**src/logic/route_frame_defines.svh**
```systemverilog
// Purpose: Byte values, positions and limits of the route creation frame.
// Assumes: Included by both ends, the parser and the sender.
// Notes: Definitions only.
`ifndef ROUTE_FRAME_DEFINES_SVH
`define ROUTE_FRAME_DEFINES_SVH
`define START_DELIM 8'h7e
`define TYPE_ROUTE 8'h21
`define MAX_HOPS 8'h1e
`define FIXED_BYTES 16'h000e
`define CSUM_GOOD 8'hff
`define POS_TYPE 6'h00
`define POS_ID 6'h01
`define POS_LONG 6'h02
`define POS_SHORT 6'h0a
`define POS_OPT 6'h0c
`define POS_COUNT 6'h0d
`define POS_HOPS 6'h0e
`endif

```
**src/logic/route_frame_pkg.sv**
```systemverilog
// Purpose: Types shared by both ends of the route creation link.
// Assumes: Byte-wide link with valid and ready.
// Notes: Hop list is sized for the largest route.
package route_frame_pkg;
    typedef logic [7:0] byte_t;
    typedef logic [15:0] addr16_t;
    typedef logic [63:0] addr64_t;
    typedef logic [4:0] hop_idx_t;
    typedef struct packed {
        addr64_t long_addr;
        addr16_t short_addr;
        logic [7:0] hop_count;
        logic [30*16-1:0] hops;
    } route_entry_s;
endpackage : route_frame_pkg

```
**src/logic/route_link_if.sv**
```systemverilog
// Purpose: Byte stream from host controller to device.
// Assumes: Single clock, byte moves when valid and ready are both high.
// Notes: No path back carries frames; the device never answers.
`timescale 1ns/1ns
interface route_link_if (
    input wire logic clk
);
    logic [7:0] data;
    logic valid;
    logic ready;
    modport host (input clk, output data, output valid, input ready);
    modport device (input clk, input data, input valid, output ready);
endinterface : route_link_if

```
**src/logic/frame_checksum.sv**
```systemverilog
// Purpose: Running byte sum for the frame checksum.
// Assumes: clear pulses before the first summed byte.
// Notes: Shared by both ends.
`timescale 1ns/1ns
module frame_checksum (
    input wire logic clk,
    input wire logic rstn,
    input wire logic clear,
    input wire logic add,
    input wire logic [7:0] data,
    output logic [7:0] sum
);
    logic [7:0] next_sum;

    // Sum wraps modulo 256, which is all the check needs.
    always_comb
    begin
        next_sum = sum;
        if (clear)
            next_sum = 8'h00;
        else if (add)
            next_sum = sum + data;
    end

    always_ff @(posedge clk)
    begin
        if (!rstn)
            sum <= 8'h00;
        else
            sum <= next_sum;
    end
endmodule : frame_checksum

```
**src/logic/route_frame_parser.sv**
```systemverilog
// Purpose: Device end; parses route creation frames and emits checked entries.
// Assumes: Host keeps its side of the format; link on the same clock.
// Notes: Bad frames vanish without trace; nothing is ever sent back.
// Behaviour
// - Frame begins with start delimiter byte.
// - Sixteen-bit length locates the checksum.
// - Type 0x21 goes to entry writer.
// - Device never sends any response frame.
// - Host puts zero in frame identifier.
// - Host supplies long and short destination.
// - Bytes from 5 are long destination.
// - Bytes from 13 are short destination.
// - Options byte is zero, ignored here.
// - Byte 16 counts intermediate hops.
// - Hop count zero or above thirty dropped.
// - Hops from 17, destination side first.
// - Checksum is 0xff minus byte sum.
// - Malformed requests rejected silently.
`timescale 1ns/1ns
`include "route_frame_defines.svh"
module route_frame_parser (
    input wire logic clk,
    input wire logic rstn,
    route_link_if.device link,
    output logic entry_valid,
    output route_frame_pkg::route_entry_s entry
);
    import route_frame_pkg::*;

    typedef enum logic [2:0] {
        HUNT = 3'b000,
        LEN_HI = 3'b001,
        LEN_LO = 3'b010,
        BODY = 3'b011,
        CSUM = 3'b100
    } parse_e;

    parse_e state, next_state;
    logic [15:0] len, next_len;
    logic [15:0] pos, next_pos;
    logic bad, next_bad;
    route_entry_s work, next_work;
    route_entry_s next_entry;
    logic next_entry_valid;
    logic take;
    logic sum_clear;
    logic sum_add;
    logic [7:0] sum;
    logic [7:0] total;
    logic at_type;
    logic in_long;
    logic in_short;
    logic at_count;
    logic in_hops;
    logic count_bad;
    logic len_match;
    logic sum_match;
    logic frame_good;

    // The device end always accepts; it has no buffer to fill.
    assign link.ready = 1'b1;
    assign take = link.valid;
    assign total = sum + link.data;

    // Field decode by body position; position zero is the frame type byte.
    assign at_type = (pos == 16'({10'h000, `POS_TYPE}));
    assign in_long = (pos >= 16'({10'h000, `POS_LONG})) && (pos < 16'({10'h000, `POS_SHORT}));
    assign in_short = (pos >= 16'({10'h000, `POS_SHORT})) && (pos < 16'({10'h000, `POS_OPT}));
    assign at_count = (pos == 16'({10'h000, `POS_COUNT}));
    // Hop bytes run to the end of the body; surplus bytes are caught by the length check.
    assign in_hops = (pos >= 16'({10'h000, `POS_HOPS})) && (pos < len);
    // Zero hops is no source route, and the table holds no route longer than the limit.
    assign count_bad = (link.data == 8'h00) || (link.data > `MAX_HOPS);
    // Length must cover exactly the fixed fields and the hop list, else the entry is junk.
    assign len_match = (len == `FIXED_BYTES + {7'h00, work.hop_count, 1'b0});
    // An intact frame brings the byte sum, checksum included, to all ones.
    assign sum_match = (total == `CSUM_GOOD);
    assign frame_good = !bad && sum_match && len_match;

    frame_checksum i_frame_checksum (
        .clk(clk),
        .rstn(rstn),
        .clear(sum_clear),
        .add(sum_add),
        .data(link.data),
        .sum(sum)
    );

    // Byte walker; fields land in the working entry by position.
    always_comb
    begin
        next_state = state;
        next_len = len;
        next_pos = pos;
        next_bad = bad;
        next_work = work;
        sum_clear = 1'b0;
        sum_add = 1'b0;
        if (take)
        begin
            case (state)
                HUNT:
                begin
                    // Any byte but the delimiter is skipped, so a lost frame resyncs.
                    if (link.data == `START_DELIM)
                        next_state = LEN_HI;
                    sum_clear = 1'b1;
                end
                LEN_HI:
                begin
                    // The length travels high byte first.
                    next_len = {link.data, 8'h00};
                    next_state = LEN_LO;
                end
                LEN_LO:
                begin
                    // A fresh frame starts from an empty entry; an empty body is skipped.
                    next_len = {len[15:8], link.data};
                    next_pos = 16'h0000;
                    next_bad = 1'b0;
                    next_work = '0;
                    next_state = ({len[15:8], link.data} == 16'h0000) ? HUNT : BODY;
                end
                BODY:
                begin
                    // Every body byte feeds the sum, identifier and options too.
                    sum_add = 1'b1;
                    if (at_type && link.data != `TYPE_ROUTE)
                        next_bad = 1'b1;
                    if (in_long)
                        next_work.long_addr = {work.long_addr[55:0], link.data};
                    if (in_short)
                        next_work.short_addr = {work.short_addr[7:0], link.data};
                    if (at_count)
                    begin
                        next_work.hop_count = link.data;
                        if (count_bad)
                            next_bad = 1'b1;
                    end
                    // Hops shift in so the first hop ends up in the top used slot.
                    if (in_hops)
                        next_work.hops = {work.hops[30*16-9:0], link.data};
                    next_pos = pos + 16'h0001;
                    if (pos + 16'h0001 == len)
                        next_state = CSUM;
                end
                CSUM:
                begin
                    // Pass or fail, hunting starts again; a failure leaves no trace.
                    next_state = HUNT;
                end
                default:
                    next_state = HUNT;
            endcase
        end
    end

    // Frame identifier and options are read past, never used.
    always_ff @(posedge clk)
    begin
        if (!rstn)
        begin
            state <= HUNT;
            len <= 16'h0000;
            pos <= 16'h0000;
            bad <= 1'b0;
            work <= '0;
        end
        else
        begin
            state <= next_state;
            len <= next_len;
            pos <= next_pos;
            bad <= next_bad;
            work <= next_work;
        end
    end

    // The entry only changes on a frame that passed every check, so a
    // rejected frame cannot disturb the route last written.
    always_comb
    begin
        next_entry = entry;
        next_entry_valid = 1'b0;
        if (take && state == CSUM && frame_good)
        begin
            next_entry = work;
            next_entry_valid = 1'b1;
        end
    end

    // Result registers; the valid pulse lasts one cycle.
    always_ff @(posedge clk)
    begin
        if (!rstn)
        begin
            entry <= '0;
            entry_valid <= 1'b0;
        end
        else
        begin
            entry <= next_entry;
            entry_valid <= next_entry_valid;
        end
    end
endmodule : route_frame_parser

```
**src/flat_wrapper.sv**
```systemverilog
// flat-port wrapper written by rule: the top's interface ports become plain ports
module route_frame_parser_flat import route_frame_pkg::*;
  (clk, rstn, entry_valid, entry, link_data, link_valid, link_ready);
  route_link_if link_i (.clk(clk));
  input wire logic clk;
  input wire logic rstn;
  output logic entry_valid;
  output route_frame_pkg::route_entry_s entry;
  input wire logic [$bits(link_i.data)-1:0] link_data;
  input wire logic [$bits(link_i.valid)-1:0] link_valid;
  output wire logic [$bits(link_i.ready)-1:0] link_ready;
  assign link_i.data = link_data;
  assign link_i.valid = link_valid;
  assign link_ready = link_i.ready;
  route_frame_parser u_core (.clk(clk), .rstn(rstn), .link(link_i), .entry_valid(entry_valid), .entry(entry));
endmodule
```
**config.mk**
```make
export PLATFORM = sky130hd
export DESIGN_NAME = route_frame_parser_flat
export DESIGN_NICKNAME = d
export VERILOG_FILES = /design/src/logic/route_frame_pkg.sv /design/src/logic/route_link_if.sv /design/src/logic/frame_checksum.sv /design/src/logic/route_frame_parser.sv /design/src/flat_wrapper.sv
export VERILOG_INCLUDE_DIRS = /design/src /design/src/logic
export SDC_FILE = /design/constraint.sdc
export NUM_CORES = 2
export LEC_CHECK = 0
export BUFFER_PORTS_ARGS = -buffer_cell sky130_fd_sc_hd__clkbuf_2
export CELL_PAD_IN_SITES_DETAIL_PLACEMENT = 0
export CELL_PAD_IN_SITES_GLOBAL_PLACEMENT = 1
export CORE_UTILIZATION = 32
export DETAILED_ROUTE_END_ITERATION = 6
export PLACE_DENSITY = 0.7
export SKIP_LAST_GASP = 1
export SYNTH_ARGS = -nofsm -noshare
export SYNTH_HDL_FRONTEND = slang
export SYNTH_SLANG_ARGS = --single-unit
```
**constraint.sdc**
```tcl
create_clock -name clk -period 3.46 [get_ports clk]
set_input_delay 0.519 -clock clk [delete_from_list [all_inputs] [get_ports clk]]
set_output_delay 0.519 -clock clk [all_outputs]
set_load 0.01 [all_outputs]
```
==> impl_metrics.env <==
export IMPL_status="finished, final reports clean"
export IMPL_ant_nets=0
export IMPL_synth_top_area_cell="dfxtp_1"
export IMPL_grt_pass1_vias=39900
export IMPL_drc=0
export IMPL_antenna_cells=0
export IMPL_wl_per_cell_um=20.5
export IMPL_cp_start_kind="flop"
export IMPL_max_clock_path_buffers=3
export IMPL_syn_nets=5665
export IMPL_tightest_slew_ns=0.893
export IMPL_report_final_slew_viol_count=0
export IMPL_critPathCaptureType="flop"
export IMPL_max_slew_margin_rel_pct=40.5
export IMPL_power_frac_comb_pct=2.3
export IMPL_fp_dieH_um=378
export IMPL_synthAdderAreaFrac_pct=0.842
export IMPL_drtPass1Iterations=5
export IMPL_yosysWarnings=0
export IMPL_synth_simple_area_share_pct=19.6
export IMPL_finish_instance_area_mm2=0.0556
export IMPL_crit_required_ns=4.14
export IMPL_clkTransAtPathRegs_ns=0.06
export IMPL_wl_um=163000
export IMPL_final_nets=6029
export IMPL_synth_top_area_share_pct=52.3
export IMPL_dpl_cell_area_mm2=0.0508
export IMPL_grt_overflow=0
export IMPL_rsz0062_at_grt="yes"
export IMPL_period_minus_slack_ns=3.45
export IMPL_ys_types=66
export IMPL_synthTopCellsByArea="dfxtp_1, a21oi_1, nand3_1, nand2_1, clkbuf_1"
export IMPL_synth_xor_area_share_pct=0.659
export IMPL_synthArstFlopShare_pct=0
export IMPL_die_x_um=378
export IMPL_area_growth_pct=23.1
export IMPL_vdd_drop_max_uv=359
export IMPL_p_int_w=0.0222
export IMPL_synth_top_family_by_area="compound AO/OA/AOI/OAI gates"
export IMPL_portBuffers=579
export IMPL_hold_viol=0
export IMPL_htreeDepth=4
export IMPL_netlist_area_mm2=0.0452
export IMPL_cts_sinks=1181
export IMPL_min_period_over_period_pct=99.6
export IMPL_grt_pass1_wl_um=244000
export IMPL_register_area_mm2=0.0236
export IMPL_vias=42700
export IMPL_hold_ws_ns=0.146
export IMPL_drive_gt1_share_pct=17.4
export IMPL_gp_congestion=0.848
export IMPL_initial_core_util_pct=32.3
export IMPL_netlist_instances=5625
export IMPL_grt_max_degree=125
export IMPL_yosysSeqAreaShare_pct=52.3
export IMPL_min_path_type="primary input to flop"
export IMPL_p_clk_share_pct=50.3
export IMPL_placementRows=137
export IMPL_root_buffer="clkbuf_16"
export IMPL_setup_viol=0
export IMPL_swShare_pct=22.8
export IMPL_yosysMostFrequentCell="dfxtp_1"
export IMPL_cts_tree="built"
export IMPL_cts_hold_buf=0
export IMPL_io_pins=581
export IMPL_core_area_mm2=0.140
export IMPL_switchingPower_w=0.00656
export IMPL_synth_mux_area_share_pct=0.0914
export IMPL_antenna_found_initial=2
export IMPL_synth_compound_area_share_pct=20.7
export IMPL_synth_flop_cell="dfxtp_1"
export IMPL_synthTopCellsByCount="dfxtp_1, a21oi_1, nand3_1"
export IMPL_crit_type="flop to flop"
export IMPL_seqPwrFrac_pct=47.4
export IMPL_finish_utilization_pct=39.8
export IMPL_maxCapViolCount=0
export IMPL_dieArea_mm2=0.143
export IMPL_powerDensity_mw_per_mm2=516
export IMPL_avgSynthCellArea_um2=8.03
export IMPL_num_fill_cells=14400
export IMPL_max_freq_mhz=290
export IMPL_critPathMaxFanout=14
export IMPL_drt_iter0_markers=3722
export IMPL_critPathLaunch="u_core.i_frame_checksum.sum[0]"
export IMPL_power_leakage_nw=19.2
export IMPL_via_per_inst=5.36
export IMPL_synth_seq_cells=1181
export IMPL_worstSkewPairLatency_ns=0.79
export IMPL_dp_hpwl_um=107000
export IMPL_worstPathArrival_ns=4.13
export IMPL_clock_skew_ns=0.0414
export IMPL_gr_usage_all_layers_pct=21.6
export IMPL_rr_startpoint="u_core.i_frame_checksum.sum[0]"
export IMPL_multi_input_area_mm2=0.0191
export IMPL_cts_buffers=134
export IMPL_hold_path_startpoint="rstn"
export IMPL_synth_edff_count=0
==> registers in the layout (all words and copies together), names as in the netlist <==
register and flops:
u_core.entry 568, u_core.work 568, u_core.len 16, u_core.pos 16, u_core.i_frame_checksum.sum 8, u_core.state 3
u_core.bad 1, u_core.entry_valid 1
==> layout by cell type, fill, tap and decap left out, types with 26 or more instances in the layout <==
cell type / synthesis / final
a21oi_1: 1164 / 1163
buf_12: 0 / 70
buf_4: 26 / 165
clkbuf_1: 468 / 39
clkbuf_16: 0 / 144
clkbuf_2: 3 / 579
clkbuf_8: 0 / 26
dfxtp_1: 1181 / 1181
ha_1: 28 / 28
inv_1: 31 / 31
nand2_1: 609 / 609
nand3_1: 1155 / 1154
nor2_1: 60 / 60
o21ai_0: 275 / 209
o21ai_1: 316 / 377
==> metal layers <==
metal,share of wire (%),vias to the layer above,track usage (%)
met1,45,20800,29.3
met3,5.7,199,4.30
li1,-,20500,-
met2,47,1172,34.1
met4,2.7,0,7.03
met5,0,-,0
==> worst max-delay path, stage by stage, from the launching register on <==
cell      delay, ns
dfxtp_1        0.31
ha_1           0.21
fa_1           0.52
and4bb_1       0.21
nand4_1        0.13
or4_4          0.55
nor4b_4        0.25
and4_4         0.32
buf_12         0.18
buf_12         0.18
buf_4          0.16
nand3_1        0.10
a21oi_1        0.18
==> final cells by class <==
| cell class | count | area share [%] |
|---|---|---|
| multi-input cells | 3806 | 34.3 |
| clock inverters | 42 | 1.01 |
| repair buffers | 834 | 10.7 |
| clock buffers | 201 | 7.03 |
| well taps | 1876 | 4.22 |
| inverters | 32 | 0.230 |
| flip-flops and latches | 1181 | 42.5 |
==> cell families after synthesis <==
family | Yosys count
buf+inv | 638
compound gates | 1829
fa+ha+maj | 30
mux | 4
xor+xnor | 34
flops | 1181
simple gates | 1908
other cells | 1
==> through the flow <==
step                TNS (ns)  setup slack [ns]  power [W]  instances
floorplan                  0             0.171     0.0143       5625
global placement     -105.18            -0.266     0.0146       7716
detailed placement   -126.98            -0.309     0.0146       7716
CTS                        0            0.0489     0.0290       7959
global route           -5.76           -0.0976     0.0296       7972
finish                     0            0.0148     0.0287       7972
==> power groups by stage <==
stage / clock network [W] / registers [W] / logic [W]
after floorplan: 0 / 0.0139 / 0.000389
after global placement: 0 / 0.0139 / 0.000660
after detailed placement: 0 / 0.0139 / 0.000657
after CTS: 0.0147 / 0.0136 / 0.000658
after global routing: 0.0153 / 0.0136 / 0.000710
final: 0.0145 / 0.0136 / 0.000662
==> worst paths after layout <==
| check | to | slack, ns | cells after the start |
|---|---|---|---|
| setup / recovery | u_core.entry[366] | 0.01 | 12 |
| hold / removal | u_core.state[1] | 0.15 | 3 |
| setup reg to reg | u_core.entry[366] | 0.01 | 12 |
| hold reg to reg | u_core.work[565] | 0.46 | 2 |
==> what timing repair did <==
action	CTS	global route
resized for setup	0	91
buffers inserted	0	5
endpoints found under the setup margin	0	836
Note: power is estimated with default switching activity, not from simulation.
